[config.mk]
export PLATFORM = sky130hd
export DESIGN_NAME = sbt_transmitter
export DESIGN_NICKNAME = d
export VERILOG_FILES = /design/src/logic/sbt_pin_sync.v /design/src/logic/sbt_transmitter.v
export VERILOG_INCLUDE_DIRS = /design/src /design/src/logic
export SDC_FILE = /design/constraint.sdc
export NUM_CORES = 1
export LEC_CHECK = 0
export BUFFER_PORTS_ARGS = -buffer_cell sky130_fd_sc_hd__buf_2
export CAP_MARGIN = 20
export CORE_AREA = 2 2 99 101
export CTS_CLUSTER_SIZE = 30
export DETAILED_ROUTE_END_ITERATION = 10
export DIE_AREA = 0 0 101 103
export PLACE_DENSITY_LB_ADDON = 0.08
export SLEW_MARGIN = 40
export SYNTH_ARGS = -nofsm -noshare
export SYNTH_HDL_FRONTEND = slang
export SYNTH_SLANG_ARGS = --single-unit
[constraint.sdc]
create_clock -name sys_clk -period 4.47 [get_ports sys_clk]
set_input_delay 0.6705 -clock sys_clk [delete_from_list [all_inputs] [get_ports sys_clk]]
set_output_delay 0.6705 -clock sys_clk [all_outputs]
set_load 0.005 [all_outputs]
[src/logic/sbt_defs.vh]
// Constants for the break and synchronous master transmitter: register
// indices, bit positions, reset values and timing counts.
// Assumes inclusion by bare name from the design files under logic/.
`ifndef SBT_DEFS_VH
`define SBT_DEFS_VH

// Register indices on the plain register port
`define SBT_ADDR_RX_CTRL 3'h0
`define SBT_ADDR_TX_BUF 3'h1
`define SBT_ADDR_TX_CTRL 3'h2
`define SBT_ADDR_BAUD_CTRL 3'h3
`define SBT_ADDR_DIV_HIGH 3'h4
`define SBT_ADDR_DIV_LOW 3'h5
`define SBT_ADDR_FLAGS 3'h6

// transmit_status_control bits
`define SBT_TX_MASTER 7
`define SBT_TX_NINTH_EN 6
`define SBT_TX_ENABLE 5
`define SBT_TX_SYNC 4
`define SBT_TX_BREAK 3
`define SBT_TX_HIGH_SPEED 2
`define SBT_TX_SR_EMPTY 1
`define SBT_TX_NINTH_VAL 0

// receive_status_control bits
`define SBT_RX_PORT_EN 7
`define SBT_RX_SINGLE 5
`define SBT_RX_CONT 4

// baud_control bits
`define SBT_BAUD_IDLE 6
`define SBT_BAUD_POL 4
`define SBT_BAUD_WIDE 3
`define SBT_BAUD_WAKE 1
`define SBT_BAUD_ABD 0

// Flag register bits
`define SBT_FLAG_TXBE 0
`define SBT_FLAG_TXIE 1
`define SBT_FLAG_RXRDY 2

// Reset values
`define SBT_TX_CTRL_RST 8'h02
`define SBT_RX_CTRL_RST 8'h00
`define SBT_BAUD_CTRL_RST 8'h00

// Break frame: twelve zero bits after the start bit
`define SBT_BREAK_ZEROS 12
`define SBT_BIT_CNT_W 4

`endif

[src/logic/sbt_pin_sync.v]
// Three-stage synchroniser with agreement filter for one pin input.
// Assumes the input comes from outside the sys_clk domain.
`timescale 1ns/1ps
`default_nettype none

module sbt_pin_sync (
  input wire sys_clk,
  input wire reset_n,
  input wire pin_async,
  output reg pin_level
);

  reg stage1;
  reg stage2;
  reg stage3;

  // Stage one feeds only stage two, so metastability cannot leak sideways
  always @(posedge sys_clk) begin
    if (!reset_n) begin
      stage1 <= 1'b1;
      stage2 <= 1'b1;
      stage3 <= 1'b1;
      pin_level <= 1'b1;
    end else begin
      stage1 <= pin_async;
      stage2 <= stage1;
      stage3 <= stage2;
      if (stage2 == stage3) begin
        pin_level <= stage2;
      end
    end
  end

endmodule // sbt_pin_sync

`default_nettype wire

[src/logic/sbt_transmitter.v]
// Break and synchronous master transmitter with its register file.
// Assumes a plain register port on sys_clk and pins seen through a transceiver.
//
// Overview of operation
// RQ1 - Break frame is a start bit, twelve zero bits, then a stop bit.
// RQ2 - Send-break plus enable with a load sends break, ignoring written data.
// RQ3 - Hardware clears send-break after the break stop bit is out.
// RQ4 - Host sets break, writes dummy then 55h; sync byte follows the break.
// RQ5 - Shift-register-empty shows active or idle during break frames too.
// RQ6 - Host may receive break by running baud at nine thirteenths.
// RQ7 - Auto-wake watches two receive transitions, flagging the receive event.
// RQ8 - Host enables auto-baud after seeing buffer-empty following a break.
// RQ9 - Wake sequence needs no instruction clocks; port idles while wake set.
// RQ10 - Master, sync and port-enable bits select mode and turn pins to clock/data.
// RQ11 - Synchronous master transfers are half-duplex.
// RQ12 - Master drives shift clock; polarity bit picks idle high or low.
// RQ13 - Shift register reloads only after last bit, then takes waiting byte.
// RQ14 - Buffer-to-shifter move takes one cycle, then buffer-empty flag sets.
// RQ15 - Buffer-empty flag is set regardless of enable; only a buffer write clears it.
// RQ16 - Interrupt enable gates the request, not the flag.
// RQ17 - Shift-register-empty is read-only, set when empty, polled only.
// RQ18 - Shift register has no software address; only the buffer is writable.
// RQ19 - Host programs divider, mode bits, enable, ninth bit, then data.
// RQ20 - Wake enable idles the receiver; a falling receive edge flags wake.
// RQ21 - Synchronous words shift LSB first, one bit per shift clock period.
//
// The placing of the registers and strobed register access were left to the implementer.
`timescale 1ns/1ps
`default_nettype none
`include "sbt_defs.vh"

module sbt_transmitter #(
  parameter DIV_W = 16
) (
  input wire sys_clk,
  input wire reset_n,
  input wire [2:0] reg_addr,
  input wire [7:0] reg_wdata,
  input wire reg_write,
  input wire reg_read,
  output reg [7:0] reg_rdata,
  input wire receive_pin,
  output reg transmit_pin,
  output reg transmit_pin_oe_n,
  output reg shift_clock_pin,
  output reg shift_clock_pin_oe_n,
  output reg irq_request,
  output reg receive_ready_flag
);

  localparam ST_IDLE = 2'h0;
  localparam ST_LOAD = 2'h1;
  localparam ST_SHIFT = 2'h2;

  reg [7:0] receive_status_control;
  reg [7:0] transmit_status_control;
  reg [7:0] baud_control;
  reg [7:0] baud_divider_high;
  reg [7:0] baud_divider_low;
  reg [7:0] transmit_holding_buffer;
  reg tx_buffer_empty_flag;
  reg tx_buffer_empty_irq_en;
  reg [12:0] transmit_shift_register;
  reg [`SBT_BIT_CNT_W-1:0] bits_left;
  reg [1:0] state;
  reg [DIV_W-1:0] div_count;
  reg half_phase;
  reg break_frame;
  reg rx_prev;
  reg [1:0] wake_edges;
  wire rx_level;

  wire port_enable = receive_status_control[`SBT_RX_PORT_EN];
  wire transmit_enable_bit = transmit_status_control[`SBT_TX_ENABLE];
  wire sync_mode = transmit_status_control[`SBT_TX_SYNC];
  wire clock_source_master_select = transmit_status_control[`SBT_TX_MASTER];
  wire send_break_request = transmit_status_control[`SBT_TX_BREAK];
  wire ninth_bit_tx_enable = transmit_status_control[`SBT_TX_NINTH_EN];
  wire ninth_tx_bit_value = transmit_status_control[`SBT_TX_NINTH_VAL];
  wire clock_idle_polarity = baud_control[`SBT_BAUD_POL];
  wire divider_width_select = baud_control[`SBT_BAUD_WIDE];
  wire wake_on_edge_enable = baud_control[`SBT_BAUD_WAKE];
  wire sync_master = sync_mode & clock_source_master_select & port_enable; // RQ10
  // Receive enables hold off transmission in synchronous master mode
  wire rx_active = sync_mode & (receive_status_control[`SBT_RX_SINGLE] |
    receive_status_control[`SBT_RX_CONT]); // RQ11
  wire shift_reg_empty = (state != ST_SHIFT); // RQ17
  wire [DIV_W-1:0] div_reload = divider_width_select ?
    {baud_divider_high, baud_divider_low} : {{(DIV_W-8){1'b0}}, baud_divider_low};
  wire bit_tick = (div_count == {DIV_W{1'b0}});
  wire buf_write = reg_write && (reg_addr == `SBT_ADDR_TX_BUF);
  // Start bit plus the zero bits; only the low counter bits are used
  wire [31:0] break_count = `SBT_BREAK_ZEROS + 1;

  sbt_pin_sync u_rx_sync (
    .sys_clk(sys_clk),
    .reset_n(reset_n),
    .pin_async(receive_pin),
    .pin_level(rx_level)
  );

  // Register writes; the shift register is deliberately not decoded
  always @(posedge sys_clk) begin
    if (!reset_n) begin
      receive_status_control <= `SBT_RX_CTRL_RST;
      transmit_status_control <= `SBT_TX_CTRL_RST;
      baud_control <= `SBT_BAUD_CTRL_RST;
      baud_divider_high <= 8'h00;
      baud_divider_low <= 8'h00;
      transmit_holding_buffer <= 8'h00;
      tx_buffer_empty_irq_en <= 1'b0;
    end else begin
      if (reg_write) begin
        case (reg_addr)
          `SBT_ADDR_RX_CTRL: receive_status_control <= reg_wdata;
          `SBT_ADDR_TX_BUF: transmit_holding_buffer <= reg_wdata; // RQ18
          `SBT_ADDR_BAUD_CTRL: begin
            baud_control[`SBT_BAUD_POL] <= reg_wdata[`SBT_BAUD_POL];
            baud_control[`SBT_BAUD_WIDE] <= reg_wdata[`SBT_BAUD_WIDE];
            baud_control[`SBT_BAUD_ABD] <= reg_wdata[`SBT_BAUD_ABD];
          end
          `SBT_ADDR_DIV_HIGH: baud_divider_high <= reg_wdata;
          `SBT_ADDR_DIV_LOW: baud_divider_low <= reg_wdata;
          `SBT_ADDR_FLAGS: tx_buffer_empty_irq_en <= reg_wdata[`SBT_FLAG_TXIE];
          default: ;
        endcase
      end
      // Status bit is a live copy; software cannot write it
      transmit_status_control[`SBT_TX_SR_EMPTY] <= shift_reg_empty; // RQ17 RQ5
      baud_control[`SBT_BAUD_IDLE] <= ~wake_on_edge_enable;
      // Wake bit: software sets it, a rising edge after the wake event clears it
      if (wake_on_edge_enable && wake_edges == 2'h1 && rx_level && !rx_prev) begin
        baud_control[`SBT_BAUD_WAKE] <= 1'b0; // RQ7 RQ9
      end else if (reg_write && reg_addr == `SBT_ADDR_BAUD_CTRL) begin
        baud_control[`SBT_BAUD_WAKE] <= reg_wdata[`SBT_BAUD_WAKE];
      end
      if (reg_write && reg_addr == `SBT_ADDR_TX_CTRL) begin
        transmit_status_control[7:2] <= reg_wdata[7:2];
        transmit_status_control[0] <= reg_wdata[0];
      end
      // Hardware clear of the break request wins over a same-cycle write
      if (state == ST_SHIFT && break_frame && bits_left == 4'h0 && bit_tick) begin
        transmit_status_control[`SBT_TX_BREAK] <= 1'b0; // RQ3 RQ4
      end
    end
  end

  // Transmit engine
  always @(posedge sys_clk) begin
    if (!reset_n) begin
      state <= ST_IDLE;
      tx_buffer_empty_flag <= 1'b1;
      transmit_shift_register <= 13'h1FFF;
      bits_left <= 4'h0;
      div_count <= {DIV_W{1'b0}};
      half_phase <= 1'b0;
      break_frame <= 1'b0;
    end else begin
      // The set from the load below is later in the block, so it wins
      if (buf_write) begin
        tx_buffer_empty_flag <= 1'b0; // RQ15
      end
      case (state)
        ST_IDLE: begin
          half_phase <= 1'b0;
          div_count <= div_reload;
          if (!tx_buffer_empty_flag && transmit_enable_bit && !wake_on_edge_enable &&
              !(sync_master && rx_active)) begin // RQ9 RQ11 RQ13
            state <= ST_LOAD;
          end
        end
        ST_LOAD: begin
          // One cycle move from holding buffer into the shifter
          tx_buffer_empty_flag <= 1'b1; // RQ14 RQ15
          state <= ST_SHIFT;
          if (sync_master) begin
            break_frame <= 1'b0;
            transmit_shift_register <= {4'hF, ninth_tx_bit_value,
              transmit_holding_buffer}; // RQ21
            bits_left <= ninth_bit_tx_enable ? 4'h8 : 4'h7;
          end else if (send_break_request) begin
            break_frame <= 1'b1;
            // Written value ignored: start plus twelve zeros, then stop
            transmit_shift_register <= 13'h0000; // RQ1 RQ2
            bits_left <= break_count[`SBT_BIT_CNT_W-1:0];
          end else begin
            break_frame <= 1'b0;
            transmit_shift_register <= {3'h7, ninth_bit_tx_enable ? ninth_tx_bit_value : 1'b1,
              transmit_holding_buffer, 1'b0};
            bits_left <= ninth_bit_tx_enable ? 4'hA : 4'h9;
          end
        end
        ST_SHIFT: begin
          if (bit_tick) begin
            div_count <= div_reload;
            // In synchronous master mode a bit spans both clock half periods
            if (sync_master && !half_phase) begin
              half_phase <= 1'b1;
            end else begin
              half_phase <= 1'b0;
              transmit_shift_register <= {1'b1, transmit_shift_register[12:1]}; // RQ21
              if (bits_left == 4'h0) begin
                state <= ST_IDLE; // RQ13
              end else begin
                bits_left <= bits_left - 4'h1;
              end
            end
          end else begin
            div_count <= div_count - {{(DIV_W-1){1'b0}}, 1'b1};
          end
        end
        default: state <= ST_IDLE;
      endcase
    end
  end

  // Auto-wake edge watcher on the receive line
  always @(posedge sys_clk) begin
    if (!reset_n) begin
      rx_prev <= 1'b1;
      wake_edges <= 2'h0;
      receive_ready_flag <= 1'b0;
    end else begin
      rx_prev <= rx_level;
      if (wake_on_edge_enable && rx_prev != rx_level && wake_edges != 2'h2) begin
        wake_edges <= wake_edges + 2'h1; // RQ7
      end else if (!wake_on_edge_enable) begin
        wake_edges <= 2'h0;
      end
      // Raised on the falling wake edge; a read of the flags register clears it
      if (wake_on_edge_enable && wake_edges == 2'h0 && rx_prev && !rx_level) begin
        receive_ready_flag <= 1'b1; // RQ20
      end else if (reg_read && reg_addr == `SBT_ADDR_FLAGS) begin
        receive_ready_flag <= 1'b0;
      end
    end
  end

  // Pins, interrupt request and read data
  always @(posedge sys_clk) begin
    if (!reset_n) begin
      transmit_pin <= 1'b1;
      transmit_pin_oe_n <= 1'b1;
      shift_clock_pin <= 1'b0;
      shift_clock_pin_oe_n <= 1'b1;
      irq_request <= 1'b0;
      reg_rdata <= 8'h00;
    end else begin
      transmit_pin <= (state == ST_SHIFT) ? transmit_shift_register[0] : 1'b1;
      transmit_pin_oe_n <= ~port_enable;
      // Clock toggles off idle in the first half of each bit
      shift_clock_pin <= clock_idle_polarity ^
        (sync_master && state == ST_SHIFT && !half_phase); // RQ12
      shift_clock_pin_oe_n <= ~sync_master; // RQ10 RQ12
      irq_request <= tx_buffer_empty_flag & tx_buffer_empty_irq_en; // RQ16
      reg_rdata <= 8'h00;
      if (reg_read) begin
        case (reg_addr)
          `SBT_ADDR_RX_CTRL: reg_rdata <= receive_status_control;
          `SBT_ADDR_TX_BUF: reg_rdata <= transmit_holding_buffer;
          `SBT_ADDR_TX_CTRL: reg_rdata <= transmit_status_control;
          `SBT_ADDR_BAUD_CTRL: reg_rdata <= baud_control;
          `SBT_ADDR_DIV_HIGH: reg_rdata <= baud_divider_high;
          `SBT_ADDR_DIV_LOW: reg_rdata <= baud_divider_low;
          `SBT_ADDR_FLAGS: reg_rdata <= {5'h00, receive_ready_flag,
            tx_buffer_empty_irq_en, tx_buffer_empty_flag};
          default: reg_rdata <= 8'h00;
        endcase
      end
    end
  end

endmodule // sbt_transmitter

`default_nettype wire

==> results.md <==
* Number of storage elements in the synthesis netlist at 105
* Root buffer selected by CTS: sky130_fd_sc_hd__clkbuf_8
* Pre-CTS WS at 1920 ps
* Wire length reported by the detailed router at 13.3 mm
* Total Power at 1.67 mW
* Total inserted antenna cells at 0
* Fraction of the core area covered by cells at the end of the flow at 56.5%
* Worst Path Required at 4740 ps
* Critical path class: reg2reg
* Layout cells sized above 1 at 12.1%
* Startpoint of the worst hold path: u_rx_sync.stage1
* Netlist Area Pre-Place at 4980 um^2
* Count of pins on the block boundary at 30
* Worst hold path type: reg2reg
* Outcome: completed
* Startpoint of the worst register-to-register path: div_count[8]
* WL/cell at 18.3 um
* Worst-margin pin slew at 810 ps
* Cts hold-fix bufs at 0
* Worst reg2reg setup slack at 1890 ps
* Post-synth net total at 625
* Clk_skew at 10.2 ps
* Total negative slack at 0 ps
* Vias at 4441
* Die Outline Area at 10400 um^2
* Crit end category: flip-flop
* Worst reg2reg path endpoint: div_count[10]
* Slew Viols, Final at 0
* H-tree levels at 3
* Syn Area/Cell at 8.26 um^2
* Number of detailed-route iterations in the first pass at 5
* Final critical delay including setup and external delays at 2580 ps
* Register clock-pin slew on the reported worst setup and hold paths at 100 ps
* Startpoint kind of the worst setup timing path: flip-flop
* Depth of the most critical reg-to-reg path at 5
* Number of global-route vias before repair at 4070
* Number of enable flip-flop cells after synthesis at 0
* Final critical-path share of the clock period at 57.8%
* Remaining Overflow, GRT at 0
* Die Y-Extent at 103 um
* Floorplan die width at 101 um
* Maximum number of pins on one net before global-route repair at 58
* Std-Cell Rows at 36
* Arrival time at the worst endpoint at 2850 ps
* CTS sink count at 105
* Final worst slack at 1890 ps
* Final-report setup violation count at 0
* Unique masters post-synth at 60
* Critical path origin: div_count[8]
* Number of nets at the end of the flow at 632
* Clock buffer count from CTS at 9
* Maximum number of buffers from clock root to sink at 2
* Post-DP HPWL at 9.21 mm
* Iteration-0 DRC Markers at 313
* Core Footprint at 9460 um^2
* Main synth FF type: sky130_fd_sc_hd__dfxtp_1
* Layer with the highest usage after global routing: met2
* Pwr Density at 313 nW/um^2
* Crit path to: div_count[10]
* GR Util met1 at 37.0%
* Proportion of synthesized flip-flops having asynchronous set or reset at 0%
* Number of buffers inserted by port buffering at 29
* Warning count from the yosys run at 0
* Sequential fraction of the synthesis area at 42.2%
* Synthesis-to-finish area growth at 7.31%
* Starting Density at 52.7%
* First-pass GRT wire length at 21.5 mm
* GRT Resource Usage Total at 27.1%
* GPL Wtd Cong at 0.895
* Critical path peak fanout at 10
* Count of endpoints failing hold in the final timing report at 0
* Static leakage power at 1.98 nW
* Insertion delay of the later-clocked pin in the worst-skew pair at 390 ps
* Post-CTS setup buffer count at 0
* Maximum vdd ir drop at 0.000150 V
* Syn Inst Count at 603
* CTS tree: built
* Fraction of met3 tracks used by global routing at 4.20%
* Detailed-route DRC error count at 0
* Worst slew margin at 45.8%
* Number of antenna-violating nets in the routed design at 0
* Detail-routed via count per cell at 6.10
* Antenna violations before repair at 0
* Gates resized, CTS repair at 0
* Setup repair after global routing missed its margin: false
* Met2 demand-to-capacity share in global routing at 43.0%
* Achievable clock frequency at 387 MHz
* Maximum capacitance violations at 0
* Minimum hold slack at 437 ps
## sequential cells by signal, summed over array words and instances (netlist names), 2 cells and up
| signal | count |
|---|---|
| wake_edges | 2 |
| baud_divider_low | 8 |
| bits_left | 4 |
| baud_divider_high | 8 |
| state | 2 |
| transmit_shift_register | 13 |
| receive_status_control | 8 |
| transmit_holding_buffer | 8 |
| transmit_status_control | 8 |
| div_count | 16 |
| reg_rdata | 8 |
| baud_control | 5 |
## critical path: stages, from the launching register on
cell                       delay [ps]
sky130_fd_sc_hd__dfxtp_1          370
sky130_fd_sc_hd__or4_4            580
sky130_fd_sc_hd__or4_4            630
sky130_fd_sc_hd__nor2_1           380
sky130_fd_sc_hd__a211oi_1         120
sky130_fd_sc_hd__o41ai_1          390
## metal layers
metal	share of wire, %	routed length (um)
met2	46	6100
met4	3.1	412
met1	47	6230
met5	0	0
met3	4.5	604
## cells by family after synthesis
group / count (synthesis) / share of synthesized area (%)
AO/OA/AOI/OAI: 152 / 21.1
XOR/XNOR: 6 / 1.06
adder cells (fa/ha/maj): 6 / 1.51
buffers and inverters: 52 / 4.25
flip-flops: 105 / 42.2
multiplexers: 26 / 6.10
AND/OR/NAND/NOR: 256 / 23.8
## stage by stage
stage                     cell area (um^2)  instances
after floorplan                       4980        603
after global placement                5140        713
after detailed placement              5160        713
after CTS                             5340        728
after global routing                  5350        728
final                                 5350        728
## final cells by class
| class | instances | area (um^2) |
|---|---|---|
| clock buffer | 10 | 128 |
| clock inverter | 5 | 57.6 |
| fill | 906 | 4110 |
| inverter | 15 | 56.3 |
| multi-input combinational | 446 | 2680 |
| sequential | 105 | 2100 |
| tap | 114 | 143 |
| timing repair buffer | 33 | 175 |
## synthesized netlist by cell type (all sizes together), types with 13 or more instances
cell type | n | share of area [%]
a21oi | 58 | 5.8
nor2 | 56 | 4.2
dfxtp | 105 | 42
inv | 13 | 0.98
o21ai | 23 | 2.3
nor3 | 16 | 1.6
clkbuf | 29 | 2.2
mux2i | 18 | 3.6
a211oi | 14 | 2.2
nand3 | 15 | 1.5
nand2 | 111 | 8.4
## layout by cell type, fill, tap and decap left out, drive strengths merged, types with 10 or more instances in the layout
cell type,count
mux2i,18
nand2,111
clkbuf,10
buf,33
o311ai,11
nand3,15
a21oi,58
and3,11
o21ai,23
a211oi,14
dfxtp,105
inv,13
nor3,16
nor2,56
## how the worst min path moves through the flow
| stage | end | cells past startpoint |
|---|---|---|
| 6_report | u_rx_sync.stage2 | 1 |
| 2_1_floorplan | u_rx_sync.stage2 | 1 |
| 4_1_cts | u_rx_sync.stage2 | 1 |
| 3_5_place_dp | u_rx_sync.stage2 | 1 |
| 5_1_grt | u_rx_sync.stage2 | 1 |
| 3_3_place_gp | u_rx_sync.stage2 | 1 |
## report_power, final
group | internal [mW] | switching (mW)
logic | 0.0371 | 0.0784
clock network | 0.257 | 0.339
registers | 0.948 | 0.0138
total | 1.24 | 0.431
(Power assumes the default switching activity.)
